===== src/dcc_pkg.sv =====
// Operation
// - Comparator powered and running only while enable bit 7 of control zero is set.
// - Read-only bit 6 shows plus input above minus input.
// - Rising-edge flag bit 5 sets on each low-to-high output transition.
// - Falling-edge flag bit 4 sets on each high-to-low output transition.
// - Edge flags stay set until software writes zero; hardware never clears.
// - Plus hysteresis field bits 3:2, zero off, three is maximum.
// - Minus hysteresis field bits 1:0, zero off, resets to zero.
// - Each counter overflow captures the output into mode bit 7.
// - Topology field bits 3:2 picks mux, grounded minus, plus DAC, minus DAC.
// - In DAC topologies the DAC side's mux selection is the DAC full-scale reference.
// - Speed and power mode bits 1:0 reset to two; zero is fastest.
// - Input select bits 7:4 hold minus channel, reset 0xF.
// - Input select bits 3:0 hold plus channel, reset 0xF.
// - With hold enable set, output holds while counter channel two output is low.
// - With hold enable clear, output always follows the comparison.
// - Each edge interrupt is requested only while its enable bit is set.
// - Disabled comparator output reads low at bit 6 and at result_o, and its power is off.
package dcc_pkg;
    localparam logic [7:0] DCC_C0_CTL1_ADDR = 8'h99;
    localparam logic [7:0] DCC_C0_CTL0_ADDR = 8'h9b;
    localparam logic [7:0] DCC_C0_MODE_ADDR = 8'h9d;
    localparam logic [7:0] DCC_C0_MUX_ADDR  = 8'h9f;
    localparam logic [7:0] DCC_C1_MUX_ADDR  = 8'haa;
    localparam logic [7:0] DCC_C1_MODE_ADDR = 8'hab;
    localparam logic [7:0] DCC_C1_CTL1_ADDR = 8'hac;
    localparam logic [7:0] DCC_C1_CTL0_ADDR = 8'hbf;

    localparam int DCC_ON_BIT     = 7;
    localparam int DCC_RESULT_BIT = 6;
    localparam int DCC_RISE_BIT   = 5;
    localparam int DCC_FALL_BIT   = 4;
    localparam int DCC_LATCH_BIT  = 7;
    localparam int DCC_INV_BIT    = 6;
    localparam int DCC_RIE_BIT    = 5;
    localparam int DCC_FIE_BIT    = 4;
    localparam int DCC_HOLD_BIT   = 7;

    localparam logic [7:0] DCC_CTL0_RESET = 8'h00;
    localparam logic [7:0] DCC_MODE_RESET = 8'h02;
    localparam logic [7:0] DCC_MUX_RESET  = 8'hff;
    localparam logic [7:0] DCC_CTL1_RESET = 8'h00;
    localparam logic [7:0] DCC_CTL0_WMASK = 8'hbf;
    localparam logic [7:0] DCC_CTL1_WMASK = 8'hbf;

    typedef enum logic [1:0] {
        DCC_TOPO_MUX_MUX,
        DCC_TOPO_MUX_GND,
        DCC_TOPO_DAC_MUX,
        DCC_TOPO_MUX_DAC
    } dcc_topo_e;

    typedef struct packed {
        logic       power_on;
        logic [1:0] plus_hysteresis_level;
        logic [1:0] minus_hysteresis_level;
        logic [1:0] speed_power_mode;
        logic [1:0] input_topology;
        logic [3:0] plus_channel_select;
        logic [3:0] minus_channel_select;
        logic [5:0] reference_level;
        logic       dac_on_plus;
        logic       dac_on_minus;
        logic       minus_grounded;
        logic [3:0] dac_full_scale_input;
    } dcc_analog_s;

    typedef struct packed {
        logic       wr;
        logic       rd;
        logic [7:0] addr;
        logic [7:0] wdata;
    } dcc_sfr_s;
endpackage


===== src/dcc_sync.sv =====
`timescale 1ns/1ps
`default_nettype none
module dcc_sync
    import dcc_pkg::*;
(
    input  wire logic ref_clk_i,
    input  wire logic rst_i,
    input  wire logic async_i,
    output logic      sync_o
);
    logic meta_ff;
    logic sync_ff;

    always_ff @(posedge ref_clk_i or posedge rst_i) begin
        if (rst_i) begin
            meta_ff <= 1'b0;
            sync_ff <= 1'b0;
        end else begin
            meta_ff <= async_i;
            sync_ff <= meta_ff;
        end
    end

    assign sync_o = sync_ff;
endmodule
`default_nettype wire


===== src/dcc_channel.sv =====
`timescale 1ns/1ps
`default_nettype none
module dcc_channel
    import dcc_pkg::*;
#(
    parameter logic [7:0] CTL0_ADDR = 8'h9b,
    parameter logic [7:0] MODE_ADDR = 8'h9d,
    parameter logic [7:0] MUX_ADDR  = 8'h9f,
    parameter logic [7:0] CTL1_ADDR = 8'h99
) (
    input  wire logic         ref_clk_i,
    input  wire logic         rst_i,
    input  wire dcc_sfr_s     sfr_i,
    input  wire logic         raw_result_i,
    input  wire logic         pca_chan_two_i,
    input  wire logic         pca_overflow_i,
    output logic              hit_o,
    output logic [7:0]        rdata_o,
    output logic              result_o,
    output logic              irq_o,
    output dcc_analog_s       analog_o
);
    logic       on_ff;
    logic       rise_ff;
    logic       fall_ff;
    logic [3:0] hyst_ff;
    logic       latch_ff;
    logic       inv_ff;
    logic       rie_ff;
    logic       fie_ff;
    logic [1:0] topo_ff;
    logic [1:0] mode_ff;
    logic [7:0] mux_ff;
    logic       hold_ff;
    logic [5:0] level_ff;
    logic       out_ff;
    logic       prev_ff;
    logic       sync_raw;
    logic       nxt_out;
    logic       wr_ctl0;
    logic       wr_mode;
    logic       wr_mux;
    logic       wr_ctl1;
    logic       rise_evt;
    logic       fall_evt;

    ////////////////////////////////////////////////////////////////////////////
    // Comparator result path.
    dcc_sync u_raw_sync (
        .ref_clk_i (ref_clk_i),
        .rst_i     (rst_i),
        .async_i   (raw_result_i),
        .sync_o    (sync_raw)
    );

    always_comb begin
        nxt_out = (sync_raw ^ inv_ff) & on_ff;
        if (hold_ff && !pca_chan_two_i && on_ff) begin
            nxt_out = out_ff;
        end
    end

    always_ff @(posedge ref_clk_i or posedge rst_i) begin
        if (rst_i) begin
            out_ff  <= 1'b0;
            prev_ff <= 1'b0;
        end else begin
            out_ff  <= nxt_out;
            prev_ff <= out_ff;
        end
    end

    assign rise_evt = out_ff & ~prev_ff;
    assign fall_evt = ~out_ff & prev_ff;

    ////////////////////////////////////////////////////////////////////////////
    // Register writes.
    assign wr_ctl0 = sfr_i.wr && (sfr_i.addr == CTL0_ADDR);
    assign wr_mode = sfr_i.wr && (sfr_i.addr == MODE_ADDR);
    assign wr_mux  = sfr_i.wr && (sfr_i.addr == MUX_ADDR);
    assign wr_ctl1 = sfr_i.wr && (sfr_i.addr == CTL1_ADDR);

    always_ff @(posedge ref_clk_i or posedge rst_i) begin
        if (rst_i) begin
            on_ff   <= DCC_CTL0_RESET[DCC_ON_BIT];
            hyst_ff <= DCC_CTL0_RESET[3:0];
        end else if (wr_ctl0) begin
            on_ff   <= sfr_i.wdata[DCC_ON_BIT];
            hyst_ff <= sfr_i.wdata[3:0];
        end
    end

    always_ff @(posedge ref_clk_i or posedge rst_i) begin
        if (rst_i) begin
            rise_ff <= DCC_CTL0_RESET[DCC_RISE_BIT];
            fall_ff <= DCC_CTL0_RESET[DCC_FALL_BIT];
        end else begin
            if (rise_evt) begin
                rise_ff <= 1'b1;
            end else if (wr_ctl0) begin
                rise_ff <= sfr_i.wdata[DCC_RISE_BIT];
            end
            if (fall_evt) begin
                fall_ff <= 1'b1;
            end else if (wr_ctl0) begin
                fall_ff <= sfr_i.wdata[DCC_FALL_BIT];
            end
        end
    end

    always_ff @(posedge ref_clk_i or posedge rst_i) begin
        if (rst_i) begin
            latch_ff <= DCC_MODE_RESET[DCC_LATCH_BIT];
            inv_ff   <= DCC_MODE_RESET[DCC_INV_BIT];
            rie_ff   <= DCC_MODE_RESET[DCC_RIE_BIT];
            fie_ff   <= DCC_MODE_RESET[DCC_FIE_BIT];
            topo_ff  <= DCC_MODE_RESET[3:2];
            mode_ff  <= DCC_MODE_RESET[1:0];
        end else begin
            if (pca_overflow_i) begin
                latch_ff <= out_ff;
            end else if (wr_mode) begin
                latch_ff <= sfr_i.wdata[DCC_LATCH_BIT];
            end
            if (wr_mode) begin
                inv_ff  <= sfr_i.wdata[DCC_INV_BIT];
                rie_ff  <= sfr_i.wdata[DCC_RIE_BIT];
                fie_ff  <= sfr_i.wdata[DCC_FIE_BIT];
                topo_ff <= sfr_i.wdata[3:2];
                mode_ff <= sfr_i.wdata[1:0];
            end
        end
    end

    always_ff @(posedge ref_clk_i or posedge rst_i) begin
        if (rst_i) begin
            mux_ff <= DCC_MUX_RESET;
        end else if (wr_mux) begin
            mux_ff <= sfr_i.wdata;
        end
    end

    always_ff @(posedge ref_clk_i or posedge rst_i) begin
        if (rst_i) begin
            hold_ff  <= DCC_CTL1_RESET[DCC_HOLD_BIT];
            level_ff <= DCC_CTL1_RESET[5:0];
        end else if (wr_ctl1) begin
            hold_ff  <= sfr_i.wdata[DCC_HOLD_BIT];
            level_ff <= sfr_i.wdata[5:0];
        end
    end

    ////////////////////////////////////////////////////////////////////////////
    // Read data, interrupt and analog controls.
    always_comb begin
        hit_o   = 1'b1;
        rdata_o = 8'h00;
        case (sfr_i.addr)
            CTL0_ADDR: rdata_o = {on_ff, out_ff, rise_ff, fall_ff, hyst_ff};
            MODE_ADDR: rdata_o = {latch_ff, inv_ff, rie_ff, fie_ff, topo_ff, mode_ff};
            MUX_ADDR:  rdata_o = mux_ff;
            CTL1_ADDR: rdata_o = {hold_ff, 1'b0, level_ff};
            default:   hit_o   = 1'b0;
        endcase
    end

    assign result_o = out_ff;
    assign irq_o    = (rise_ff & rie_ff) | (fall_ff & fie_ff);

    always_comb begin
        analog_o.power_on               = on_ff;
        analog_o.plus_hysteresis_level  = hyst_ff[3:2];
        analog_o.minus_hysteresis_level = hyst_ff[1:0];
        analog_o.speed_power_mode       = mode_ff;
        analog_o.input_topology         = topo_ff;
        analog_o.plus_channel_select    = mux_ff[3:0];
        analog_o.minus_channel_select   = mux_ff[7:4];
        analog_o.reference_level        = level_ff;
        analog_o.dac_on_plus            = 1'b0;
        analog_o.dac_on_minus           = 1'b0;
        analog_o.minus_grounded         = 1'b0;
        analog_o.dac_full_scale_input   = 4'h0;
        case (dcc_topo_e'(topo_ff))
            DCC_TOPO_MUX_GND: analog_o.minus_grounded = 1'b1;
            DCC_TOPO_DAC_MUX: begin
                analog_o.dac_on_plus          = 1'b1;
                analog_o.dac_full_scale_input = mux_ff[3:0];
            end
            DCC_TOPO_MUX_DAC: begin
                analog_o.dac_on_minus         = 1'b1;
                analog_o.dac_full_scale_input = mux_ff[7:4];
            end
            default: analog_o.minus_grounded = 1'b0;
        endcase
    end
endmodule
`default_nettype wire


===== src/dcc_top.sv =====
`timescale 1ns/1ps
`default_nettype none
module dcc_top
    import dcc_pkg::*;
(
    input  wire logic        ref_clk_i,
    input  wire logic        rst_i,
    input  wire logic        sfr_wr_i,
    input  wire logic        sfr_rd_i,
    input  wire logic [7:0]  sfr_addr_i,
    input  wire logic [7:0]  sfr_wdata_i,
    output logic [7:0]       sfr_rdata_o,
    output logic             sfr_hit_o,
    input  wire logic [1:0]  raw_result_i,
    input  wire logic        pca_chan_two_i,
    input  wire logic        pca_overflow_i,
    output logic [1:0]       result_o,
    output logic [1:0]       irq_o,
    output dcc_analog_s      analog0_o,
    output dcc_analog_s      analog1_o
);
    dcc_sfr_s   sfr;
    logic       chan_two_sync;
    logic [1:0] hit;
    logic [7:0] rd0;
    logic [7:0] rd1;

    assign sfr = '{wr: sfr_wr_i, rd: sfr_rd_i, addr: sfr_addr_i, wdata: sfr_wdata_i};

    dcc_sync u_chan_two_sync (
        .ref_clk_i (ref_clk_i),
        .rst_i     (rst_i),
        .async_i   (pca_chan_two_i),
        .sync_o    (chan_two_sync)
    );

    dcc_channel #(
        .CTL0_ADDR (DCC_C0_CTL0_ADDR),
        .MODE_ADDR (DCC_C0_MODE_ADDR),
        .MUX_ADDR  (DCC_C0_MUX_ADDR),
        .CTL1_ADDR (DCC_C0_CTL1_ADDR)
    ) u_comp0 (
        .ref_clk_i      (ref_clk_i),
        .rst_i          (rst_i),
        .sfr_i          (sfr),
        .raw_result_i   (raw_result_i[0]),
        .pca_chan_two_i (chan_two_sync),
        .pca_overflow_i (pca_overflow_i),
        .hit_o          (hit[0]),
        .rdata_o        (rd0),
        .result_o       (result_o[0]),
        .irq_o          (irq_o[0]),
        .analog_o       (analog0_o)
    );

    dcc_channel #(
        .CTL0_ADDR (DCC_C1_CTL0_ADDR),
        .MODE_ADDR (DCC_C1_MODE_ADDR),
        .MUX_ADDR  (DCC_C1_MUX_ADDR),
        .CTL1_ADDR (DCC_C1_CTL1_ADDR)
    ) u_comp1 (
        .ref_clk_i      (ref_clk_i),
        .rst_i          (rst_i),
        .sfr_i          (sfr),
        .raw_result_i   (raw_result_i[1]),
        .pca_chan_two_i (chan_two_sync),
        .pca_overflow_i (pca_overflow_i),
        .hit_o          (hit[1]),
        .rdata_o        (rd1),
        .result_o       (result_o[1]),
        .irq_o          (irq_o[1]),
        .analog_o       (analog1_o)
    );

    assign sfr_hit_o   = |hit;
    assign sfr_rdata_o = hit[0] ? rd0 : (hit[1] ? rd1 : 8'h00);
endmodule
`default_nettype wire


===== config.mk =====
export PLATFORM = sky130hd
export DESIGN_NAME = dcc_top
export DESIGN_NICKNAME = d
export VERILOG_FILES = /design/src/dcc_pkg.sv /design/src/dcc_sync.sv /design/src/dcc_channel.sv /design/src/dcc_top.sv
export SDC_FILE = /design/constraint.sdc
export NUM_CORES = 1
export LEC_CHECK = 0
export BUFFER_PORTS_ARGS = -buffer_cell sky130_fd_sc_hd__buf_2
export CAP_MARGIN = 20
export CELL_PAD_IN_SITES_DETAIL_PLACEMENT = 0
export CELL_PAD_IN_SITES_GLOBAL_PLACEMENT = 1
export CORE_UTILIZATION = 43
export CTS_BUF_LIST = sky130_fd_sc_hd__clkbuf_4 sky130_fd_sc_hd__clkbuf_8
export DETAILED_ROUTE_END_ITERATION = 12
export GPL_TIMING_DRIVEN = 0
export PLACE_DENSITY_LB_ADDON = 0.3
export REMOVE_ABC_BUFFERS = 1
export SLEW_MARGIN = 20
export SYNTH_ARGS = -nofsm -noshare
export SYNTH_HDL_FRONTEND = slang
export SYNTH_HIERARCHICAL = 1
export SYNTH_SLANG_ARGS = --single-unit

===== constraint.sdc =====
create_clock -name ref_clk_i -period 2 [get_ports ref_clk_i]
set_clock_uncertainty 0.15 [all_clocks]
set_input_delay 0.2 -clock ref_clk_i [delete_from_list [all_inputs] [get_ports ref_clk_i]]
set_output_delay 0.2 -clock ref_clk_i [all_outputs]
set_load 0.01 [all_outputs]

# Word-level counts from Yosys, hierarchy flattened
# Cells that the tools add are included.
[op_classes]
addsub = 0
multipliers = 0
n_div = 0
n_lt_le_gt_ge = 0
n_eq_ne = 14
shifts = 0
mux = 26
bitwise = 18
reduce_logical = 22
[op_table]
columns = ["operator", "count"]
rows = [
  ["$eq 8x8->1 const B", 8],
  ["$pmux 8 s4", 2],
  ["$mux 1", 20],
  ["$mux 8", 2],
  ["$pmux 4 s2", 2],
  ["$logic_and 1x1->1", 12],
  ["$reduce_bool 2->1", 6],
  ["$and 1x1->1", 10],
  ["$eq 2x2->1 const B", 4],
  ["$reduce_or 4->1", 2],
  ["$eq 2x1->1 const B", 2],
  ["$not 1->1", 4],
  ["$or 1x1->1", 2],
  ["$reduce_or 2->1", 1],
  ["$xor 1x1->1", 2],
  ["$logic_not 1->1", 1],
]
[word_totals]
regBits = 70
latch_bits = 0
ramBits = 0
mem_bits_ro = 0
in_bits = 24
output_inout_bits = 73
word_cells = 116
memories = 0

# Logic depth before layout (Yosys ltp)
# Gate-level depths: netlist of run 1.
[logic_depth]
ltp_word = 5
mapped_depth = 7
depth_no_buf = 5

# Hierarchy
# The synthesis of run 1 kept the hierarchy.
[by_module_without_submodules]
columns = ["mod", "n_inst", "cells_per_inst", "area_per_inst_um2", "seq_area_each_um2"]
rows = [
  ["dcc_channel (u_comp1)", 1, 148, 1760.4, 812.0],
  ["dcc_channel (u_comp0)", 1, 127, 1741.7, 812.0],
  ["dcc_sync", 3, 3, 53.8, 50.0],
  ["dcc_top", 1, 15, 108.9, 0.0],
]

# Worst setup path after synthesis of run 1
# Ideal clock, no wire load.
[synth_timing]
kind = "input to output"
start = "input port sfr_addr_i[0]"
end = "output port sfr_rdata_o[0]"
t_arrival_ns = 1.612
required_ns = 1.650
path_slack_ns = 0.038
cell_stages = 7
path_buffers = 2
cell_sequence = "buf_2 buf_1 and3_1 o21ai_0 a21oi_1 nor2b_4 a22o_1"
[synth_between]
elab_chain_len = 5
word_cells_on_any_way = 16
classes_between = "eq/ne (8); mux (6); reduce/logical (2)"
[synth_lines]
columns = ["element", "line_no", "rtl"]
rows = [
  ["start: declaration", "dcc_top.sv:10", "input wire logic [7:0] sfr_addr_i,"],
  ["$eq 8x8->1", "dcc_channel.sv:158", "case (sfr_i.addr)"],
  ["$reduce_or 4->1 (no line) *", "--", ""],
  ["$mux 1 *", "dcc_channel.sv:158", ""],
  ["net hit[1]", "dcc_top.sv:24", "logic [1:0] hit;"],
  ["$mux 8 * (2 in a row)", "dcc_top.sv:76", "assign sfr_rdata_o = hit[0] ? rd0 : (hit[1] ? rd1 : 8'h00);"],
  ["end: declaration", "dcc_top.sv:12", "output logic [7:0] sfr_rdata_o,"],
]
# Mark *: on every way through the listed nets, which the timed path passes. The rest lies on a longest branch.

# Final worst setup path of run 1
[layout_timing]
start = "register u_comp0.hyst_ff[1]"
end = "output port sfr_rdata_o[1]"
[layout_between]
elab_chain_len = 2
[layout_lines]
columns = ["element", "line_no", "rtl"]
rows = [
  ["start: declaration", "dcc_channel.sv:26", "logic [3:0] hyst_ff;"],
  ["start signal: assignment", "dcc_channel.sv:86", "hyst_ff <= DCC_CTL0_RESET[3:0];"],
  ["start signal: assignment", "dcc_channel.sv:89", "hyst_ff <= sfr_i.wdata[3:0];"],
  ["$pmux 8 s4", "dcc_channel.sv:158", ""],
  ["net rd0[1]", "dcc_top.sv:25", "logic [7:0] rd0;"],
  ["$mux 8", "dcc_top.sv:76", ""],
]
# The timed path passes the listed nets, and every way through them passes these cells.

==> results by stage, run 1 <==
STA:
- In this run the tightest slew margin relative to its limit is 54.04%.
- Timing would allow up to 0.4721 GHz.
- After layout, the worst setup slack is -118.0 ps.
- The max-slew violation total from the final report came to 0.
- Setup repair after global routing could not meet its margin everywhere.
- Setup violations remaining at the end of the flow were counted as 7.
- The number of failing hold endpoints at the final stage was 0.
- The final period utilization is 105.9%.
- The minimum clock period is 2118 ps.
- The transition time at the pin with the least slew margin is 688.4 ps.
- The worst hold slack after final layout is 13.75 ps.

Floorplan:
- The floorplan has 33 rows.
- The die extent in x is 95.67 um.
- The die covers 9152 sq um.
- The top-level port count is 97.
- The initial utilization of the core area, before any placement, comes to 45.23%.
- The area of the core region is 8341 sq um.
- From bottom edge to top edge, the die measures 95.67 um.

Global routing:
- After global routing the overflow that remains totals 0.
- For met2 alone, demand over resource in global routing was 34.46%.
- Entering global routing, the biggest net connects 33 pins.
- The global routing's busiest layer is met2.
- The met1 capacity usage during global routing is 29.97%.
- The number of global-route vias before repair is 2785.
- The first-pass GRT wire length is 14580 um.
- The met3 layer usage reported by global route is 5.104%.
- The initial antenna violation count is 0.
- The aggregate global-route resource usage is 21.90%.

Layout:
- The non-filler instance count after layout is 527.
- The layout overhead on the synthesized area is 26.40%.
- Cells fill 57.17% of the core in the end.
- The net total in the final layout is 441.
- In the final layout, the share of cells above drive strength 1 is 58.29%.
- The repair_antennas step left the layout with diodes totalling 0.

Synth:
- Among all flip-flop cells after synthesis, the most frequent one is dfrtp_1.
- After synthesis, the share of flip-flops with an asynchronous set or reset is 100.0%.
- The area of the mapped netlist is 3772 sq um.
- In this run the mean area of a mapped cell was 12.62 sq um.
- During synthesis, Yosys emitted a total of 6 warnings.
- The count of cell types in the netlist is 51.
- The post-synthesis register bit count is 70.
- The synthesized design contains 0 enable-type register cells.
- Sequential elements use 47.03% of the synthesized area.
- Synthesis handed over a netlist of 299 instances.

Outcome:
- The checks that failed: negative setup slack.
- The flow ran to the end, but the final reports show violations.

Clock network:
- The clock-pin slew on the worst setup and hold paths is 80 ps.
- The maximum count of clock buffers along a single path is 2.
- Clock latency on the worst-skew pair, taken at its later pin, is 360 ps.
- The maximum level of the CTS H-tree is 3.
- The tree built by TritonCTS fans out to 70 sinks.
- The cell sitting at the root of the clock tree is a clkbuf_8.
- The clock tree from TritonCTS is yes.
- TritonCTS created 9 clock buffers.

Worst hold path:
- The class of the most critical hold timing path is input port to flip-flop.
- The startpoint identified for the worst hold timing path is sfr_wdata_i[6].

Worst setup path:
- The kind of end point of the critical path is a primary output.
- The worst-case register-to-register setup slack is 810 ps.
- The reg-to-reg critical path startpoint is u_comp0/result_o.
- The worst path required time is 1650 ps.
- The worst-path cell with the longest stage delay is mux4_2.
- By startpoint and endpoint, the worst setup path is classified as flip-flop to primary output.
- The largest driver fanout on the critical path is 2.
- The signal on the critical path passes through mux4_2, and3_1, a22o_1, buf_2.
- In this run the critical register-to-register path is captured at u_comp0/rise_ff.
- The most critical setup path has its endpoint at sfr_rdata_o[1].
- The startpoint of the most critical setup path is u_comp0/hyst_ff[1].
- The kind of cell with the highest combined delay along the critical path is multiplexers.
- The data arrival time of the critical path is 1770 ps.
- The path depth of the worst reg2reg path is 4.
- The critical path depth in cells is 4.
- The launching element type of the critical path is a flip-flop.
- On the worst path, the slowest cell contributes a delay of 450 ps.
- Together, buffers and inverters on the worst path number 1.

Power and ir drop:
- The worst-case IR drop observed on VDD is 0.3703 mV.
- The leakage dissipation is 2.422 nW.
- The completed layout was analyzed and its total power is 2.988 mW.
- The power density of the placed cells is 626.6 nW/um^2.

Flow run:
- The max-cap violation count is 0.

Place:
- The final estimated routing congestion in global placement is 0.7549.
- Prior to clock tree synthesis, the placed netlist has a worst setup slack of -477.4 ps.
- The number of instances in the placed design is 482.
- Port buffering added 95 buffers.
- Summed over all nets, the half-perimeter wirelength after detailed placement is 6634 um.

Drt:
- The number of remaining DRC errors is 0.
- The detail route stage leaves a number of antenna-violating nets equal to 0.
- The detailed-route wire length is 9585 um.
- Detailed routing inserted a total of 2883 vias.
- The first detailed-routing pass took 4 iterations.
- Dividing the detail-routed via count by the number of cells gives 5.471.
- The DRC violation total after the first TritonRoute iteration is 124.
- In the final routed layout, each cell accounts on average for 18.19 um.
[repair_timing]
action                                  4_1_cts  5_1_grt
pin swaps                                    10        1
endpoints found under the hold margin        55        0
endpoints found under the setup margin       13        8
setup buffers                                21        4
gates resized for setup                      16        8
hold buffers                                  4        0
[layer usage]
metal | wire [um] | part of all wire, %
met4 | 104 | 1.1
met1 | 4391 | 46
met5 | 0 | 0
met2 | 4595 | 48
met3 | 493 | 5.1
[power by group]
part	switching [mW]	internal, mW
logic	0.219	0.200
clock network	0.561	0.461
registers	0.0519	1.50
total	0.831	2.16
[Yosys cell counts, drive strengths merged, types with 7 or more instances]
master / instances / area [sq um]
nand2: 12 / 45.04
buf: 12 / 85.07
nor2b: 17 / 113.9
inv: 9 / 33.78
dfrtp: 52 / 1301
mux4: 7 / 157.7
a22o: 8 / 70.07
and3: 9 / 56.30
nor2: 9 / 33.78
dfstp: 18 / 473.0
mux2: 58 / 679.4
mux2i: 17 / 170.2
[worst min path at each step]
| stage | cells past startpoint | slack [ps] | end |
|---|---|---|---|
| after floorplan | 1 | -210 | u_chan_two_sync/meta_ff |
| after global placement | 2 | -60 | u_chan_two_sync/meta_ff |
| after detailed placement | 2 | -40 | u_comp1/u_raw_sync/meta_ff |
| after CTS | 2 | 10 | u_comp0/inv_ff |
| after global routing | 2 | 20 | u_comp0/inv_ff |
| final | 2 | 10 | u_comp0/inv_ff |
[logic make-up after synthesis]
group           Yosys count  share of synthesized area [%]
flops                    70                          47.03
xor+xnor                  2                         0.4644
mux                      82                          26.70
simple gates             84                          15.56
compound gates           35                          6.600
buf+inv                  26                          3.648
[flip-flops by register name (all words and copies together), names as in the netlist, 2 cells and up]
name              count
u_comp0/mux_ff        8
u_comp1/mux_ff        8
u_comp0/level_ff      6
u_comp1/level_ff      6
u_comp0/hyst_ff       4
u_comp1/hyst_ff       4
u_comp0/mode_ff       2
u_comp0/topo_ff       2
u_comp1/mode_ff       2
u_comp1/topo_ff       2
[per-stage QoR]
stage,setup TNS (ps),area (sq um)
after floorplan,0,3669
after global placement,-17940,4275
after detailed placement,-13300,4282
after CTS,-733.8,4698
after global routing,-1084,4768
final,-634.6,4768
[layout by cell type (no fill, tap or decap), drive strengths merged, types with 9 or more instances in the layout]
cell,n
nand2,12
mux2,58
mux2i,17
nor2,9
and3,9
dfstp,18
clkbuf,10
nor2b,17
buf,120
dfrtp,52
[final cells by class]
type                    count  area (sq um)
clock buffers              10         131.4
multi-input cells         203          1932
flip-flops and latches     70          1778
repair buffers            124         718.2
inverters                   9         37.54
clock inverters             6         40.04
fillers                   743          3572
well taps                 105         131.4
(Power assumes the default switching activity.)
==> run 2, diff against run 1 <==
- HOLD_SLACK_MARGIN: not set -> 0.12
==> results by stage, run 2 (same netlist as run 1, synthesis figures left out) <==
Layout:
- The non-filler instance count after layout is 537 (+1.9%).
- The share of layout cells above drive strength 1 is 56.94% (-1.3 points).
- The most frequent standard cell in the layout excluding fill and tap cells is buf_2.
- In the layout the commonest cells are 92 x buf_2, 51 x mux2_2, 49 x dfrtp_1.
- The count of filler cells inserted in the layout was 737 (-0.81%).
- The number of antenna cells inserted is 0 (unchanged).
- The largest registers in the layout are u_comp0/mux_ff x8, u_comp1/mux_ff x8.
- The net total in the final layout was 451 (+2.3%).
- The area growth from synthesis to layout is 29.05%.

Clock network:
- The count of clock tree sinks is 70 (unchanged).
- The clock-pin slew on the worst setup and hold paths was 70 ps (about the same).
- The maximum level of the CTS H-tree is 3 (unchanged).
- The clock tree from TritonCTS is yes.
- The maximum count of clock buffers along a single path was 2 (unchanged).
- The tree is rooted in a clkbuf_8.
- The clock latency reported for the late side of the worst-skew pair is 350 ps (about the same).
- The number of buffers created by CTS came to 9 (unchanged).

STA:
- The minimum clock period came to 2118 ps (+0.2400 ps).
- The worst-case headroom to the max-slew limit is 54.44% (+0.41 points).
- The transition time at the pin with the least slew margin is 682.3 ps (-6.099 ps).
- The max-slew violation total from the final report was 0 (unchanged).
- Setup repair after global routing could not meet its margin everywhere.
- The timing-limited maximum frequency is 0.4721 GHz (about the same).
- The final period utilization is 105.9% (about the same).
- The number of setup violations in the final report came to 7 (unchanged).
- The worst hold slack after final layout was 141.6 ps (+127.8 ps).
- The number of failing hold endpoints at the final stage is 0 (unchanged).
- The worst path setup slack after routing is -118.2 ps (-0.2400 ps).
- The final sum of negative setup slack was -614.6 ps (+19.97 ps).

Worst hold path:
- The class of the most critical hold timing path is input port to flip-flop.
- The endpoint with the worst hold slack is u_comp1/latch_ff.
- The number of cells on the worst hold path is 3 (+1).
- The startpoint identified for the worst hold timing path is sfr_addr_i[0].

Worst setup path:
- The kind of end point of the critical path is a primary output.
- The worst-case register-to-register setup slack is 820 ps (about the same).
- The launching element type of the critical path is an input port.
- The critical path is of the input port to primary output type.
- The end of the worst register-to-register path is u_comp0/rise_ff.
- The worst register-to-register path begins at u_comp0/result_o.
- The worst path required time is 1650 ps (about the same).
- The largest driver fanout on the critical path is 24 (+22).
- The path depth of the worst reg2reg path came to 4 (unchanged).
- The data arrival time of the critical path is 1770 ps (about the same).

Power and ir drop:
- The combinational power share is 14.4% (+0.4 points).
- The register share of total power is 51.6% (-0.2 points).
- The net switching power figure is 0.8308 mW (about the same).
- The total power of the final layout is 3.000 mW (+0.41%).
- The internal cell power was 2.169 mW (+0.60%).
- The power density of the placed cells is 616.2 nW/um^2 (-1.7%).
- The leakage dissipation is 2.464 nW (+1.7%).
- The net switching fraction of the power is 27.69% (-0.13 points).
- The worst-case vdd ir drop is 0.3722 mV (+0.53%).
- The clock group share of total power is 34.0% (-0.2 points).

Global routing:
- The aggregate global-route resource usage is 22.19% (+0.29 points).
- The first-pass GRT wire length is 14770 um (+1.3%).
- The initial antenna violation count is 0 (unchanged).
- The number of global-route vias before repair is 2851 (+2.4%).
- The remaining global-route overflow came to 0 (unchanged).
- The largest net degree at the start of global routing is 33 (unchanged).

Drt:
- The number of remaining DRC errors is 0 (unchanged).
- The remaining antenna violation count is 0 (unchanged).
- The total vias in the final route is 2907 (+0.83%).
- The via count normalized by instance count was 5.413 (-1.0%).
- The detailed-route wire length is 9648 um (+0.66%).
- The total iterations of the first detailed-routing run is 4 (unchanged).
- The DRC violation total after the first TritonRoute iteration was 125 (+0.81%).
- The average wire length per cell after detail routing is 17.97 um (-1.2%).

Outcome:
- The checks that failed: negative setup slack.
- The flow ran to the end, but the final reports show violations.

Place:
- The count of buffers inserted at the top-level ports is 95 (unchanged).
- The detailed placer's ending HPWL came to 6634 um (unchanged).
- The number of instances in the placed design is 482 (unchanged).
- The final estimated routing congestion in global placement is 0.7549 (unchanged).

Flow run:
- The max-cap violation count is 0 (unchanged).

Floorplan:
- The initial standard-cell utilization of the core came to 45.23% (unchanged).
- The die height came to 95.67 um (unchanged).
- The die extent in x is 95.67 um (unchanged).
- The top-level port count is 97 (unchanged).
- The area enclosed by the die boundary is 9152 sq um (unchanged).
- The area of the core region is 8341 sq um (unchanged).
- The number of rows created at floorplan is 33 (unchanged).
run 2: worst max-delay path, stage by stage:
cell and delay [ps]:
buf_4 200, or4b_4 560, a21oi_4 190, nor2b_4 250
a22o_1 200, buf_2 140
run 2: worst max-delay path by stage:
stage	slack (ps)	endpoint	cells after the start	startpoint
CTS	-120	sfr_rdata_o[3]	4	u_comp0/level_ff[3]
global placement	-750	sfr_rdata_o[7]	7	sfr_addr_i[4]
global route	-180	sfr_rdata_o[7]	4	u_comp0/on_ff
finish	-120	sfr_rdata_o[7]	6	sfr_addr_i[1]
floorplan	10	sfr_rdata_o[0]	5	sfr_addr_i[7]
detailed placement	-480	sfr_rdata_o[7]	7	sfr_addr_i[4]
run 2: layer usage:
| layer | wire length [um] | up-vias | track usage [%] |
|---|---|---|---|
| met2 | 4660 | 78 | 35.36 |
| met1 | 4401 | 1456 | 30.07 |
| met5 | 0 | - | 0 |
| met4 | 74 | 0 | 6.841 |
| li1 | - | 1368 | - |
| met3 | 512 | 5 | 5.104 |
run 2: per-stage QoR:
step	utilization, %	setup WS [ps]	area (sq um)
6_report	58.37	-118.2	4868
2_1_floorplan	-	14.33	3669
3_5_place_dp	51.34	-477.4	4282
3_3_place_gp	51.26	-748.3	4275
5_1_grt	58.37	-178.5	4868
4_1_cts	57.53	-120.9	4798
run 2: cell type report:
type / count / area (sq um) / area share [%]
flip-flops and latches: 70 / 1778 / 36.52
repair buffers: 134 / 818.3 / 16.81
well taps: 105 / 131.4 / 2.699
inverters: 9 / 37.54 / 0.7710
clock inverters: 6 / 40.04 / 0.8224
multi-input cells: 203 / 1932 / 39.68
clock buffers: 10 / 131.4 / 2.699
run 2: timing repair:
item / 4_1_cts / 5_1_grt
gates cloned: 0 / 0
pin swaps: 10 / 1
buffers inserted: 21 / 4
resized for setup: 16 / 8
endpoints found under the hold margin: 115 / 0
endpoints found under the setup margin: 13 / 8
hold buffers: 14 / 0
run 2: power groups by stage:
| stage | sequential, mW | combinational, mW | clock (mW) |
|---|---|---|---|
| after floorplan | 1.59 | 0.175 | 0 |
| after global routing | 1.56 | 0.473 | 1.11 |
| after global placement | 1.58 | 0.349 | 0 |
| final | 1.55 | 0.433 | 1.02 |
| after detailed placement | 1.59 | 0.358 | 0 |
| after CTS | 1.55 | 0.425 | 1.05 |
